--- config.mk ---
export PLATFORM = sky130hd
export DESIGN_NAME = rbl_top
export DESIGN_NICKNAME = d
export VERILOG_FILES = /design/src/verilog/rbl_pkg.sv /design/src/verilog/rbl_tick_if.sv /design/src/verilog/rbl_top.sv /design/src/verilog/rbl_button.sv /design/src/verilog/rbl_port_led.sv
export VERILOG_INCLUDE_DIRS = /design/src /design/src/verilog
export SDC_FILE = /design/constraint.sdc
export NUM_CORES = 1
export LEC_CHECK = 0
export BUFFER_PORTS_ARGS = -buffer_cell sky130_fd_sc_hd__buf_2
export CAP_MARGIN = 30
export CORE_MARGIN = 2
export CORE_UTILIZATION = 50
export CTS_CLUSTER_SIZE = 28
export DETAILED_ROUTE_END_ITERATION = 16
export PLACE_DENSITY = 0.72
export SETUP_SLACK_MARGIN = 0.02
export SLEW_MARGIN = 20
export SYNTH_ARGS = -nofsm -noshare
export SYNTH_HDL_FRONTEND = slang
export SYNTH_SLANG_ARGS = --single-unit
--- constraint.sdc ---
create_clock -name clk -period 2.2 [get_ports clk]
set_input_delay 0.44 -clock clk [delete_from_list [all_inputs] [get_ports clk]]
set_output_delay 0.44 -clock clk [all_outputs]
set_load 0.03 [all_outputs]
--- src/verilog/rbl_defines.svh ---
// timing figures, reset values and rate for the reset button and led block
`ifndef RBL_DEFINES_SVH
`define RBL_DEFINES_SVH

// system clock rate in MHz (4 ns period)
`define RBL_CLK_MHZ 64'd250
// long hold for factory defaults, in ms (five seconds)
`define RBL_HOLD_MS 64'd5000
// half period of the system-state blink, in ms (one blink a second)
`define RBL_STATE_HALF_MS 64'd500
// half period of the traffic blink on port leds, in ms
`define RBL_ACT_HALF_MS 64'd50
// button contact must stay put this long before it counts, in ms
`define RBL_DEBOUNCE_MS 64'd10
// ms to clock cycles at the system rate
`define RBL_CYC(ms) ((ms) * 64'd1000 * `RBL_CLK_MHZ)

// counter reset and step values
`define RBL_CNT_ZERO 32'h0
`define RBL_CNT_ONE 32'h1

`endif

--- src/verilog/rbl_pkg.sv ---
// types and shared helpers for the reset button and led block
package rbl_pkg;

  // link speed code reported per port
  typedef enum logic [1:0] {
    RBL_SPD_10   = 2'b00,
    RBL_SPD_100  = 2'b01,
    RBL_SPD_1000 = 2'b10,
    RBL_SPD_NONE = 2'b11
  } rbl_speed_e;

  // push-button timing states
  typedef enum logic [1:0] {
    RBL_BTN_IDLE  = 2'b00,
    RBL_BTN_SHORT = 2'b01,
    RBL_BTN_LONG  = 2'b10
  } rbl_btn_e;

  // true on the last cycle of a period of lim cycles (lim at least one)
  function automatic logic rbl_cnt_done(input logic [31:0] cnt, input logic [31:0] lim);
    return cnt >= (lim - 32'h1);
  endfunction

endpackage

--- src/verilog/rbl_tick_if.sv ---
// traffic blink timing shared from the top to every port led
`timescale 1ns/1ps
interface rbl_tick_if;
  logic act_tick;
  logic act_phase;
  modport src (output act_tick, output act_phase);
  modport snk (input act_tick, input act_phase);
endinterface // rbl_tick_if

--- src/verilog/rbl_top.sv ---
// front-panel supervision: reset button timing and device and port leds
//
// Operation
// - five-second hold then release loads defaults
// - short press and release requests a reboot
// - state led blinks once a second while pressed
// - state led steady green in normal running
// - state led blinks green while booting
// - state led steady red when initialisation failed
// - fault led dark in normal operation
// - first supply led amber when input powered
// - second supply led amber when input powered
// - green port led steady at gigabit link
// - green port led blinks with gigabit traffic
// - green port led dark when link down
// - copper amber steady at 10 or 100
// - copper amber blinks with low-speed traffic
// - copper amber dark when link down
// - fibre amber steady at 100 Mbps link
// - fibre amber blinks with 100 Mbps traffic
// - fibre amber dark when link down
`timescale 1ns/1ps
`include "rbl_defines.svh"
module rbl_top
  import rbl_pkg::*;
#(
  parameter int NUM_COPPER = 8,
  parameter int NUM_FIBRE = 2,
  parameter logic [31:0] HOLD_CYC = 32'(`RBL_CYC(`RBL_HOLD_MS)),
  parameter logic [31:0] STATE_HALF_CYC = 32'(`RBL_CYC(`RBL_STATE_HALF_MS)),
  parameter logic [31:0] ACT_HALF_CYC = 32'(`RBL_CYC(`RBL_ACT_HALF_MS)),
  parameter logic [31:0] DEBOUNCE_CYC = 32'(`RBL_CYC(`RBL_DEBOUNCE_MS))
) (
  // clock and reset
  input wire logic clk,
  input wire logic reset,
  // button pin, asynchronous, low while pressed
  input wire logic reset_button_n,
  // supply detect pins, asynchronous, high while powered
  input wire logic supply_input_one,
  input wire logic supply_input_two,
  // system status from the management cpu, same clock
  input wire logic boot_done,
  input wire logic init_failed,
  // port status from the mac, same clock; copper first, then fibre modules
  input wire logic [NUM_COPPER+NUM_FIBRE-1:0] port_link_up,
  input wire logic [2*(NUM_COPPER+NUM_FIBRE)-1:0] port_speed,
  // traffic seen in this cycle, per port
  input wire logic [NUM_COPPER+NUM_FIBRE-1:0] port_activity,
  // system-state led pair, high lights
  output logic state_led_green,
  output logic state_led_red,
  // fault and supply leds, high lights
  output logic fault_led,
  output logic supply_one_led,
  output logic supply_two_led,
  // port leds, high lights
  output logic [NUM_COPPER+NUM_FIBRE-1:0] port_led_green,
  output logic [NUM_COPPER+NUM_FIBRE-1:0] port_led_amber,
  // requests to the system controller
  output logic reboot_req,
  output logic factory_reset_req,
  // debounced button level, high while held
  output logic button_held
);

  // ports in total, copper first
  localparam int NUM_PORTS = NUM_COPPER + NUM_FIBRE;

  // pin synchronisers
  logic btn_meta, btn_sync, next_btn_meta, next_btn_sync;
  logic sup1_meta, sup1_sync, next_sup1_meta, next_sup1_sync;
  logic sup2_meta, sup2_sync, next_sup2_meta, next_sup2_sync;

  // press edge detect
  logic held_d, next_held_d;
  logic press_edge;

  // blink generators
  logic [31:0] state_cnt, next_state_cnt;
  logic state_phase, next_state_phase;
  logic [31:0] act_cnt, next_act_cnt;
  logic act_phase, next_act_phase;
  logic act_tick;

  // device led next values
  logic next_state_led_green, next_state_led_red;
  logic next_supply_one_led, next_supply_two_led;
  logic next_fault_led;

  // per-port speed codes, unpacked once for the led pairs
  rbl_speed_e port_spd [NUM_PORTS];

  // speed code of one port from the packed status bus
  function automatic rbl_speed_e speed_of(input logic [2*NUM_PORTS-1:0] bus, input int idx);
    return rbl_speed_e'(bus[2*idx +: 2]);
  endfunction

  // next count of a wrapping blink counter
  function automatic logic [31:0] cnt_step(input logic [31:0] cnt, input logic [31:0] lim);
    return rbl_cnt_done(cnt, lim) ? `RBL_CNT_ZERO : cnt + `RBL_CNT_ONE;
  endfunction

  rbl_tick_if tick ();

  // button pin, inverted to pressed-high; first flop feeds only the second
  always_comb begin
    next_btn_meta = ~reset_button_n;
    next_btn_sync = btn_meta;
  end

  // button synchroniser registers
  always_ff @(posedge clk) begin
    if (reset) begin
      btn_meta <= 1'b0;
      btn_sync <= 1'b0;
    end else begin
      btn_meta <= next_btn_meta;
      btn_sync <= next_btn_sync;
    end
  end

  // first supply detect; no debounce, the led may flicker with a bad contact
  always_comb begin
    next_sup1_meta = supply_input_one;
    next_sup1_sync = sup1_meta;
  end

  // first supply synchroniser registers
  always_ff @(posedge clk) begin
    if (reset) begin
      sup1_meta <= 1'b0;
      sup1_sync <= 1'b0;
    end else begin
      sup1_meta <= next_sup1_meta;
      sup1_sync <= next_sup1_sync;
    end
  end

  // second supply detect, same two-flop scheme
  always_comb begin
    next_sup2_meta = supply_input_two;
    next_sup2_sync = sup2_meta;
  end

  // second supply synchroniser registers
  always_ff @(posedge clk) begin
    if (reset) begin
      sup2_meta <= 1'b0;
      sup2_sync <= 1'b0;
    end else begin
      sup2_meta <= next_sup2_meta;
      sup2_sync <= next_sup2_sync;
    end
  end

  // debounce and hold timing
  rbl_button #(
    .DEBOUNCE_CYC(DEBOUNCE_CYC),
    .HOLD_CYC(HOLD_CYC)
  ) u_button (
    .clk(clk),
    .reset(reset),
    .btn_level(btn_sync),
    .pressed(button_held),
    .reboot_pulse(reboot_req),
    .factory_pulse(factory_reset_req)
  );

  // press edge; held_d resets low, the idle level of button_held, so no false edge
  always_comb begin
    next_held_d = button_held;
    press_edge = button_held && !held_d;
  end

  // press edge register
  always_ff @(posedge clk) begin
    if (reset) begin
      held_d <= 1'b0;
    end else begin
      held_d <= next_held_d;
    end
  end

  // one-second state blink; a new press restarts it lit so the user sees
  // the response at once rather than up to half a second later
  always_comb begin
    // free-running half-period count, wrapping at the limit
    next_state_cnt = cnt_step(state_cnt, STATE_HALF_CYC);
    next_state_phase = state_phase;
    if (press_edge) begin
      // restart the period lit at the press
      next_state_cnt = `RBL_CNT_ZERO;
      next_state_phase = 1'b1;
    end else if (rbl_cnt_done(state_cnt, STATE_HALF_CYC)) begin
      // half period over, swap the phase
      next_state_phase = ~state_phase;
    end
  end

  // state blink registers
  always_ff @(posedge clk) begin
    if (reset) begin
      state_cnt <= `RBL_CNT_ZERO;
      state_phase <= 1'b0;
    end else begin
      state_cnt <= next_state_cnt;
      state_phase <= next_state_phase;
    end
  end

  // free-running traffic blink shared by all ports, so busy ports flash together
  always_comb begin
    act_tick = rbl_cnt_done(act_cnt, ACT_HALF_CYC);
    next_act_cnt = cnt_step(act_cnt, ACT_HALF_CYC);
    // the phase only moves on a tick, so every port sees the same edges
    next_act_phase = act_tick ? ~act_phase : act_phase;
  end

  // traffic blink registers
  always_ff @(posedge clk) begin
    if (reset) begin
      act_cnt <= `RBL_CNT_ZERO;
      act_phase <= 1'b0;
    end else begin
      act_cnt <= next_act_cnt;
      act_phase <= next_act_phase;
    end
  end

  // hand the shared timing to every port through the carrier
  assign tick.act_tick = act_tick;
  assign tick.act_phase = act_phase;

  // state led priority: button, then init failure, then boot, then running
  always_comb begin
    next_state_led_green = 1'b0;
    next_state_led_red = 1'b0;
    if (button_held) begin
      // the phase as it will stand, so the press shows lit the next cycle
      next_state_led_green = next_state_phase;
    end else if (init_failed) begin
      // failed start: steady red, green off
      next_state_led_red = 1'b1;
    end else if (!boot_done) begin
      // still booting: the one-second blink
      next_state_led_green = state_phase;
    end else begin
      // normal running: steady green
      next_state_led_green = 1'b1;
    end
  end

  // state led registers
  always_ff @(posedge clk) begin
    if (reset) begin
      state_led_green <= 1'b0;
      state_led_red <= 1'b0;
    end else begin
      state_led_green <= next_state_led_green;
      state_led_red <= next_state_led_red;
    end
  end

  // supply leds follow the synchronised detect; the fault led has no use
  // yet, its red state is kept back, so it stays dark
  always_comb begin
    next_supply_one_led = sup1_sync;
    next_supply_two_led = sup2_sync;
    next_fault_led = 1'b0;
  end

  // supply and fault led registers
  always_ff @(posedge clk) begin
    if (reset) begin
      supply_one_led <= 1'b0;
      supply_two_led <= 1'b0;
      fault_led <= 1'b0;
    end else begin
      supply_one_led <= next_supply_one_led;
      supply_two_led <= next_supply_two_led;
      fault_led <= next_fault_led;
    end
  end

  // unpack the speed codes once; the led pairs see enum values only
  always_comb begin
    for (int i = 0; i < NUM_PORTS; i++) begin
      port_spd[i] = speed_of(port_speed, i);
    end
  end

  // one led pair per port; fibre modules sit above the copper ports
  genvar gi;
  generate
    for (gi = 0; gi < NUM_PORTS; gi++) begin : g_port
      // fibre ports know no 10 Mbps mode, the pair decides that itself
      rbl_port_led #(
        .IS_FIBRE(gi >= NUM_COPPER)
      ) u_port (
        .clk(clk),
        .reset(reset),
        .link_up(port_link_up[gi]),
        .speed(port_spd[gi]),
        .activity(port_activity[gi]),
        .tick(tick.snk),
        .led_green(port_led_green[gi]),
        .led_amber(port_led_amber[gi])
      );
    end
  endgenerate

endmodule // rbl_top

--- src/verilog/rbl_button.sv ---
// debounce and hold timing of the recessed push-button
`timescale 1ns/1ps
`include "rbl_defines.svh"
module rbl_button
  import rbl_pkg::*;
#(
  parameter logic [31:0] DEBOUNCE_CYC = 32'h1,
  parameter logic [31:0] HOLD_CYC = 32'h1
) (
  // clock and reset
  input wire logic clk,
  input wire logic reset,
  // synchronised contact level, high while pressed
  input wire logic btn_level,
  // results
  output logic pressed,
  output logic reboot_pulse,
  output logic factory_pulse
);

  rbl_btn_e state, next_state;
  logic [31:0] db_cnt, next_db_cnt;
  logic [31:0] hold_cnt, next_hold_cnt;
  logic next_pressed, next_reboot_pulse, next_factory_pulse;

  // debounce, then time the hold from the accepted press edge
  always_comb begin
    next_db_cnt = `RBL_CNT_ZERO;
    next_pressed = pressed;
    next_state = state;
    next_hold_cnt = hold_cnt;
    next_reboot_pulse = 1'b0;
    next_factory_pulse = 1'b0;
    if (btn_level != pressed) begin
      // a bounce resets the count, so only a steady level is accepted
      next_db_cnt = db_cnt + `RBL_CNT_ONE;
      if (rbl_cnt_done(db_cnt, DEBOUNCE_CYC)) begin
        next_pressed = btn_level;
        next_db_cnt = `RBL_CNT_ZERO;
      end
    end
    case (state)
      RBL_BTN_IDLE: begin
        next_hold_cnt = `RBL_CNT_ZERO;
        if (next_pressed) begin
          next_state = RBL_BTN_SHORT;
        end
      end
      RBL_BTN_SHORT: begin
        if (!next_pressed) begin
          next_reboot_pulse = 1'b1;
          next_state = RBL_BTN_IDLE;
        end else if (rbl_cnt_done(hold_cnt, HOLD_CYC)) begin
          next_state = RBL_BTN_LONG;
        end else begin
          next_hold_cnt = hold_cnt + `RBL_CNT_ONE;
        end
      end
      RBL_BTN_LONG: begin
        // defaults load on release, never while still held
        if (!next_pressed) begin
          next_factory_pulse = 1'b1;
          next_state = RBL_BTN_IDLE;
        end
      end
      default: begin
        next_state = RBL_BTN_IDLE;
      end
    endcase
  end

  // button state registers
  always_ff @(posedge clk) begin
    if (reset) begin
      state <= RBL_BTN_IDLE;
      db_cnt <= `RBL_CNT_ZERO;
      hold_cnt <= `RBL_CNT_ZERO;
      pressed <= 1'b0;
      reboot_pulse <= 1'b0;
      factory_pulse <= 1'b0;
    end else begin
      state <= next_state;
      db_cnt <= next_db_cnt;
      hold_cnt <= next_hold_cnt;
      pressed <= next_pressed;
      reboot_pulse <= next_reboot_pulse;
      factory_pulse <= next_factory_pulse;
    end
  end

endmodule // rbl_button

--- src/verilog/rbl_port_led.sv ---
// link and traffic led pair of one copper or fibre-module port
`timescale 1ns/1ps
module rbl_port_led
  import rbl_pkg::*;
#(
  parameter bit IS_FIBRE = 1'b0
) (
  // clock and reset
  input wire logic clk,
  input wire logic reset,
  // port status from the mac, same clock
  input wire logic link_up,
  input rbl_speed_e speed,
  input wire logic activity,
  // shared traffic blink timing
  rbl_tick_if.snk tick,
  // leds, high lights
  output logic led_green,
  output logic led_amber
);

  logic act_seen, next_act_seen;
  logic next_led_green, next_led_amber;
  logic blink_on, low_speed;

  // traffic is held until the next traffic tick, at most half a blink period
  always_comb begin
    next_act_seen = act_seen;
    if (tick.act_tick) begin
      next_act_seen = 1'b0;
    end
    if (activity) begin
      next_act_seen = 1'b1; // a new frame beats the period clear
    end
    blink_on = act_seen ? tick.act_phase : 1'b1;
    // fibre modules have no 10 Mbps mode, so that code stays dark
    low_speed = IS_FIBRE ? (speed == RBL_SPD_100)
                         : (speed == RBL_SPD_10 || speed == RBL_SPD_100);
    // steady when linked, blinking with traffic, dark when down
    next_led_green = link_up && speed == RBL_SPD_1000 && blink_on;
    // same scheme at the lower speeds
    next_led_amber = link_up && low_speed && blink_on;
  end

  // port led registers
  always_ff @(posedge clk) begin
    if (reset) begin
      act_seen <= 1'b0;
      led_green <= 1'b0;
      led_amber <= 1'b0;
    end else begin
      act_seen <= next_act_seen;
      led_green <= next_led_green;
      led_amber <= next_led_amber;
    end
  end

endmodule // rbl_port_led

==> implementation parameters <==
Parameter                              Value

Finish
  Diodes inserted    0
  Growth of design area from synthesis to finish    27.7%
  Most common cell after layout, fill and taps aside    sky130_fd_sc_hd__dfxtp_1
  Fraction of final layout cells with drive strength greater than 1    0.260
  Post-route standard cell area excluding fillers    between 9000 and 10000 sq um
  Count of placed standard cells in the final layout, fillers left out    about 1.2k
  Commonest cells after routing, fill and taps aside    163 x sky130_fd_sc_hd__dfxtp_1, 119 x sky130_fd_sc_hd__nor2_1, 94 x sky130_fd_sc_hd__buf_4
  Number of nets in the layout    between 1k and 1.5k

Synthesis
  Number of synthesized flops with an enable pin    0
  Xor/xnor share of the synthesized area    0.0795
  Multiplexer fraction of the synthesized cell area    0.00550
  Area leader, netlist    sky130_fd_sc_hd__dfxtp_1
  Main combinational cell family by area after synthesis    simple AND/OR/NAND/NOR gates
  Post-synthesis sequential area ratio    0.484
  Number of different library cells in the post-synthesis netlist    just over 60
  Flop and latch count out of synthesis    roughly 180
  Syn avg cell area    8.77 sq um
  Gate count after technology mapping    approximately 830
  Dominant cells by area after synthesis    sky130_fd_sc_hd__dfxtp_1 48%, sky130_fd_sc_hd__nor2_1 6.9%, sky130_fd_sc_hd__xor2_1 5.8%
  Post-synth top flop    sky130_fd_sc_hd__dfxtp_1
  Basic-gate share of the synthesized area counting and, or, nand and nor cells    0.266
  Post-synthesis cell area    7270 sq um
  Proportion of register bits with asynchronous set or reset after synthesis    0
  Compound-cell area share of the yosys netlist    0.110
  Synthesis warning total    0
  Top cell type's share of synthesized area    0.484
  Adder-cell area share of the yosys netlist    0.00688

Timing
  Max-slew violation count    0
  Largest clock skew in the final design    slightly above 9 ps
  Setup repair after global routing missed its margin    true
  Setup total negative slack    -1600 ps
  Final hold viol count    0
  Final critical-path share of the clock period    1.08
  Hold_ws    around 160 ps
  Maximum operating frequency    roughly 420 MHz
  Min Clock Period, post-route    between 2000 and 2500 ps
  Number of failing setup endpoints in the final timing report    19
  Post-layout worst setup margin    -166 ps

Worst hold path
  Min-delay src    port_speed[8]
  Tightest Hold Check Type    input pin to flip-flop

Routing
  Iteration count of the initial detailed-routing pass    5
  Number of nets with antenna violations after routing    0
  Routed wirelength normalized by instance count    14.1 um
  Iteration-0 DRC count of the detailed router    a little under 500
  Vias per cell    5.28
  Detailed Route WL    16800 um
  Number of design rule violations left after detail routing    0
  Via count    between 6k and 7k

Critical path
  Cell breakdown of the critical path    a211o_1 > a211o_1 > o21ai_2 > nand3_4 > buf_4 > a21oi_4 > nand3_1 > buf_4 > o31ai_1
  Max incr delay on CP    roughly 320 ps
  Critical path's top delay family    compound AO/OA/AOI/OAI gates
  Biggest fanout along the worst timing path    6
  Sum of buffers and inverters on the critical path    2
  Crit path from    u_button.db_cnt[10]
  Data required time of the worst path    2540 ps
  Startpoint type of the worst setup path    flip-flop
  Worst endpoint data arrival time    about 2700 ps
  Category of the critical setup timing path    flip-flop to flip-flop
  Reg2reg start    u_button.db_cnt[10]
  Master of the slowest instance on the critical path    sky130_fd_sc_hd__dfxtp_2
  Kind of end point of the critical path    flip-flop

Clock tree
  CTS buffer count    17
  TritonCTS clock tree    built
  Clock sink total    between 150 and 200
  Deepest clock path buffer count    2
  Root buffer selected by CTS    sky130_fd_sc_hd__clkbuf_16
  Clock Pin Slew Worst Setup and Hold Paths    70 ps
  H-tree depth    4
  CTS Hold Bufs    0
  Clock network latency to the later pin of the worst-skew pair    about 430 ps

Placed design
  Count of buffers from port buffering    73
  Place WS    -166 ps
  Gpl congestion    ~0.86
  Total placed instance area    roughly 8400 sq um
  Half-perimeter wire length of the detailed placement result    ~11000 um
  Dpl cells    about 1.2k

Floorplanning
  Core Footprint    between 10000 and 15000 sq um
  Die extent in y    125 um
  Die X    roughly 120 um
  I/O pin count    75
  Site row count    44
  Initial Utilization    0.506
  Total die area    ~16000 sq um

Run status
  Violations in the final reports    negative setup slack
  Status    finished, violations left

Power and ir drop
  Power per cell area    approximately 700 nW/um^2
  P_leak    roughly 3.6 nW
  Worst voltage drop across the vdd grid    around 570 uV

GRT
  Pin count of the biggest net entering global routing    28
  Grt total ovfl    0
  Vias in the first global route    5919
  First-pass GRT wire length    roughly 28000 um
  Initial antenna violation count    0
  Overall Global Routing Usage    0.216

Flow run
  Number of max-cap violations    0
per-stage QoR:
stage,total power [mW],utilization
after detailed placement,3.55,0.587
after global routing,6.76,0.647
final,6.55,0.647
after CTS,6.59,0.636
after global placement,3.55,0.587
after floorplan,3.47,-
power breakdown:
| part | internal, mW | total (mW) | leakage [nW] | switching [mW] |
|---|---|---|---|---|
| clock | 1.81 | 3.06 | 0.295 | 1.25 |
| combinational | 0.0873 | 0.221 | 1.91 | 0.134 |
| sequential | 3.24 | 3.26 | 1.44 | 0.0220 |
| total | 5.14 | 6.55 | 3.65 | 1.41 |
cells in the mapped netlist, types with 15 or more instances:
cell                       count
sky130_fd_sc_hd__xnor2_1      18
sky130_fd_sc_hd__xor2_1       48
sky130_fd_sc_hd__nand4_1      24
sky130_fd_sc_hd__o211ai_1     15
sky130_fd_sc_hd__clkbuf_1     27
sky130_fd_sc_hd__nand2_1      76
sky130_fd_sc_hd__o21ai_0      17
sky130_fd_sc_hd__inv_1        20
sky130_fd_sc_hd__a31oi_1      21
sky130_fd_sc_hd__dfxtp_1     176
sky130_fd_sc_hd__a21oi_1      25
sky130_fd_sc_hd__and3_1       20
sky130_fd_sc_hd__nor2_1      133
sky130_fd_sc_hd__nand3_1      40
sky130_fd_sc_hd__buf_4        21
worst reg2reg max path: stages (launching register included):
cell	delay [ps]
sky130_fd_sc_hd__dfxtp_2	320
sky130_fd_sc_hd__a211o_1	290
sky130_fd_sc_hd__a211o_1	300
sky130_fd_sc_hd__o21ai_2	240
sky130_fd_sc_hd__nand3_4	100
sky130_fd_sc_hd__buf_4	170
sky130_fd_sc_hd__a21oi_4	200
sky130_fd_sc_hd__nand3_1	210
sky130_fd_sc_hd__buf_4	210
sky130_fd_sc_hd__o31ai_1	230
cells by family after synthesis:
group | Yosys count
compound gates | 119
xor+xnor | 66
fa+ha+maj | 4
buf+inv | 72
flops | 176
mux | 4
other cells | 1
simple gates | 387
sequential cells by signal, summed over array words and instances, names as in the netlist, 2 cells and up:
signal	cells
act_cnt	32
g_port.u_port.act_seen	10
g_port.u_port.led_amber	10
g_port.u_port.led_green	10
state_cnt	32
u_button.db_cnt	32
u_button.hold_cnt	32
u_button.state	2
metal layers:
layer / track usage / up-vias / wire length [um]
met5: 0 / - / 0
met1: 0.278 / 2968 / 7610
met4: 0.0806 / 0 / 217
met3: 0.0464 / 24 / 607
met2: 0.357 / 123 / 8380
li1: - / 3183 / -
timing repair:
item / CTS / global route
pin swaps: 5 / 16
endpoints found under the setup margin: 74 / 88
hold endpoints to repair: 0 / 0
resized for setup: 21 / 38
gates cloned: 1 / 1
buffers inserted: 4 / 2
path summary, 6_finish.rpt:
check                           slack, ps  cells past startpoint                          to
worst max register to register       -170                      9       u_button.hold_cnt[17]
worst min register to register        440                      1              supply_one_led
worst max-delay path                 -170                      9       u_button.hold_cnt[17]
worst min-delay path                  160                      2  g_port[4].u_port.led_green
area by class of cell:
type / count / area, sq um
Clock buffer: 22 / 484
Clock inverter: 10 / 123
Fill cell: 1185 / 5080
Inverter: 21 / 78.8
Multi-Input combinational cell: 604 / 3650
Sequential cell: 176 / 3540
Tap cell: 184 / 230
Timing Repair Buffer: 175 / 1180
(Power assumes the default switching activity.)
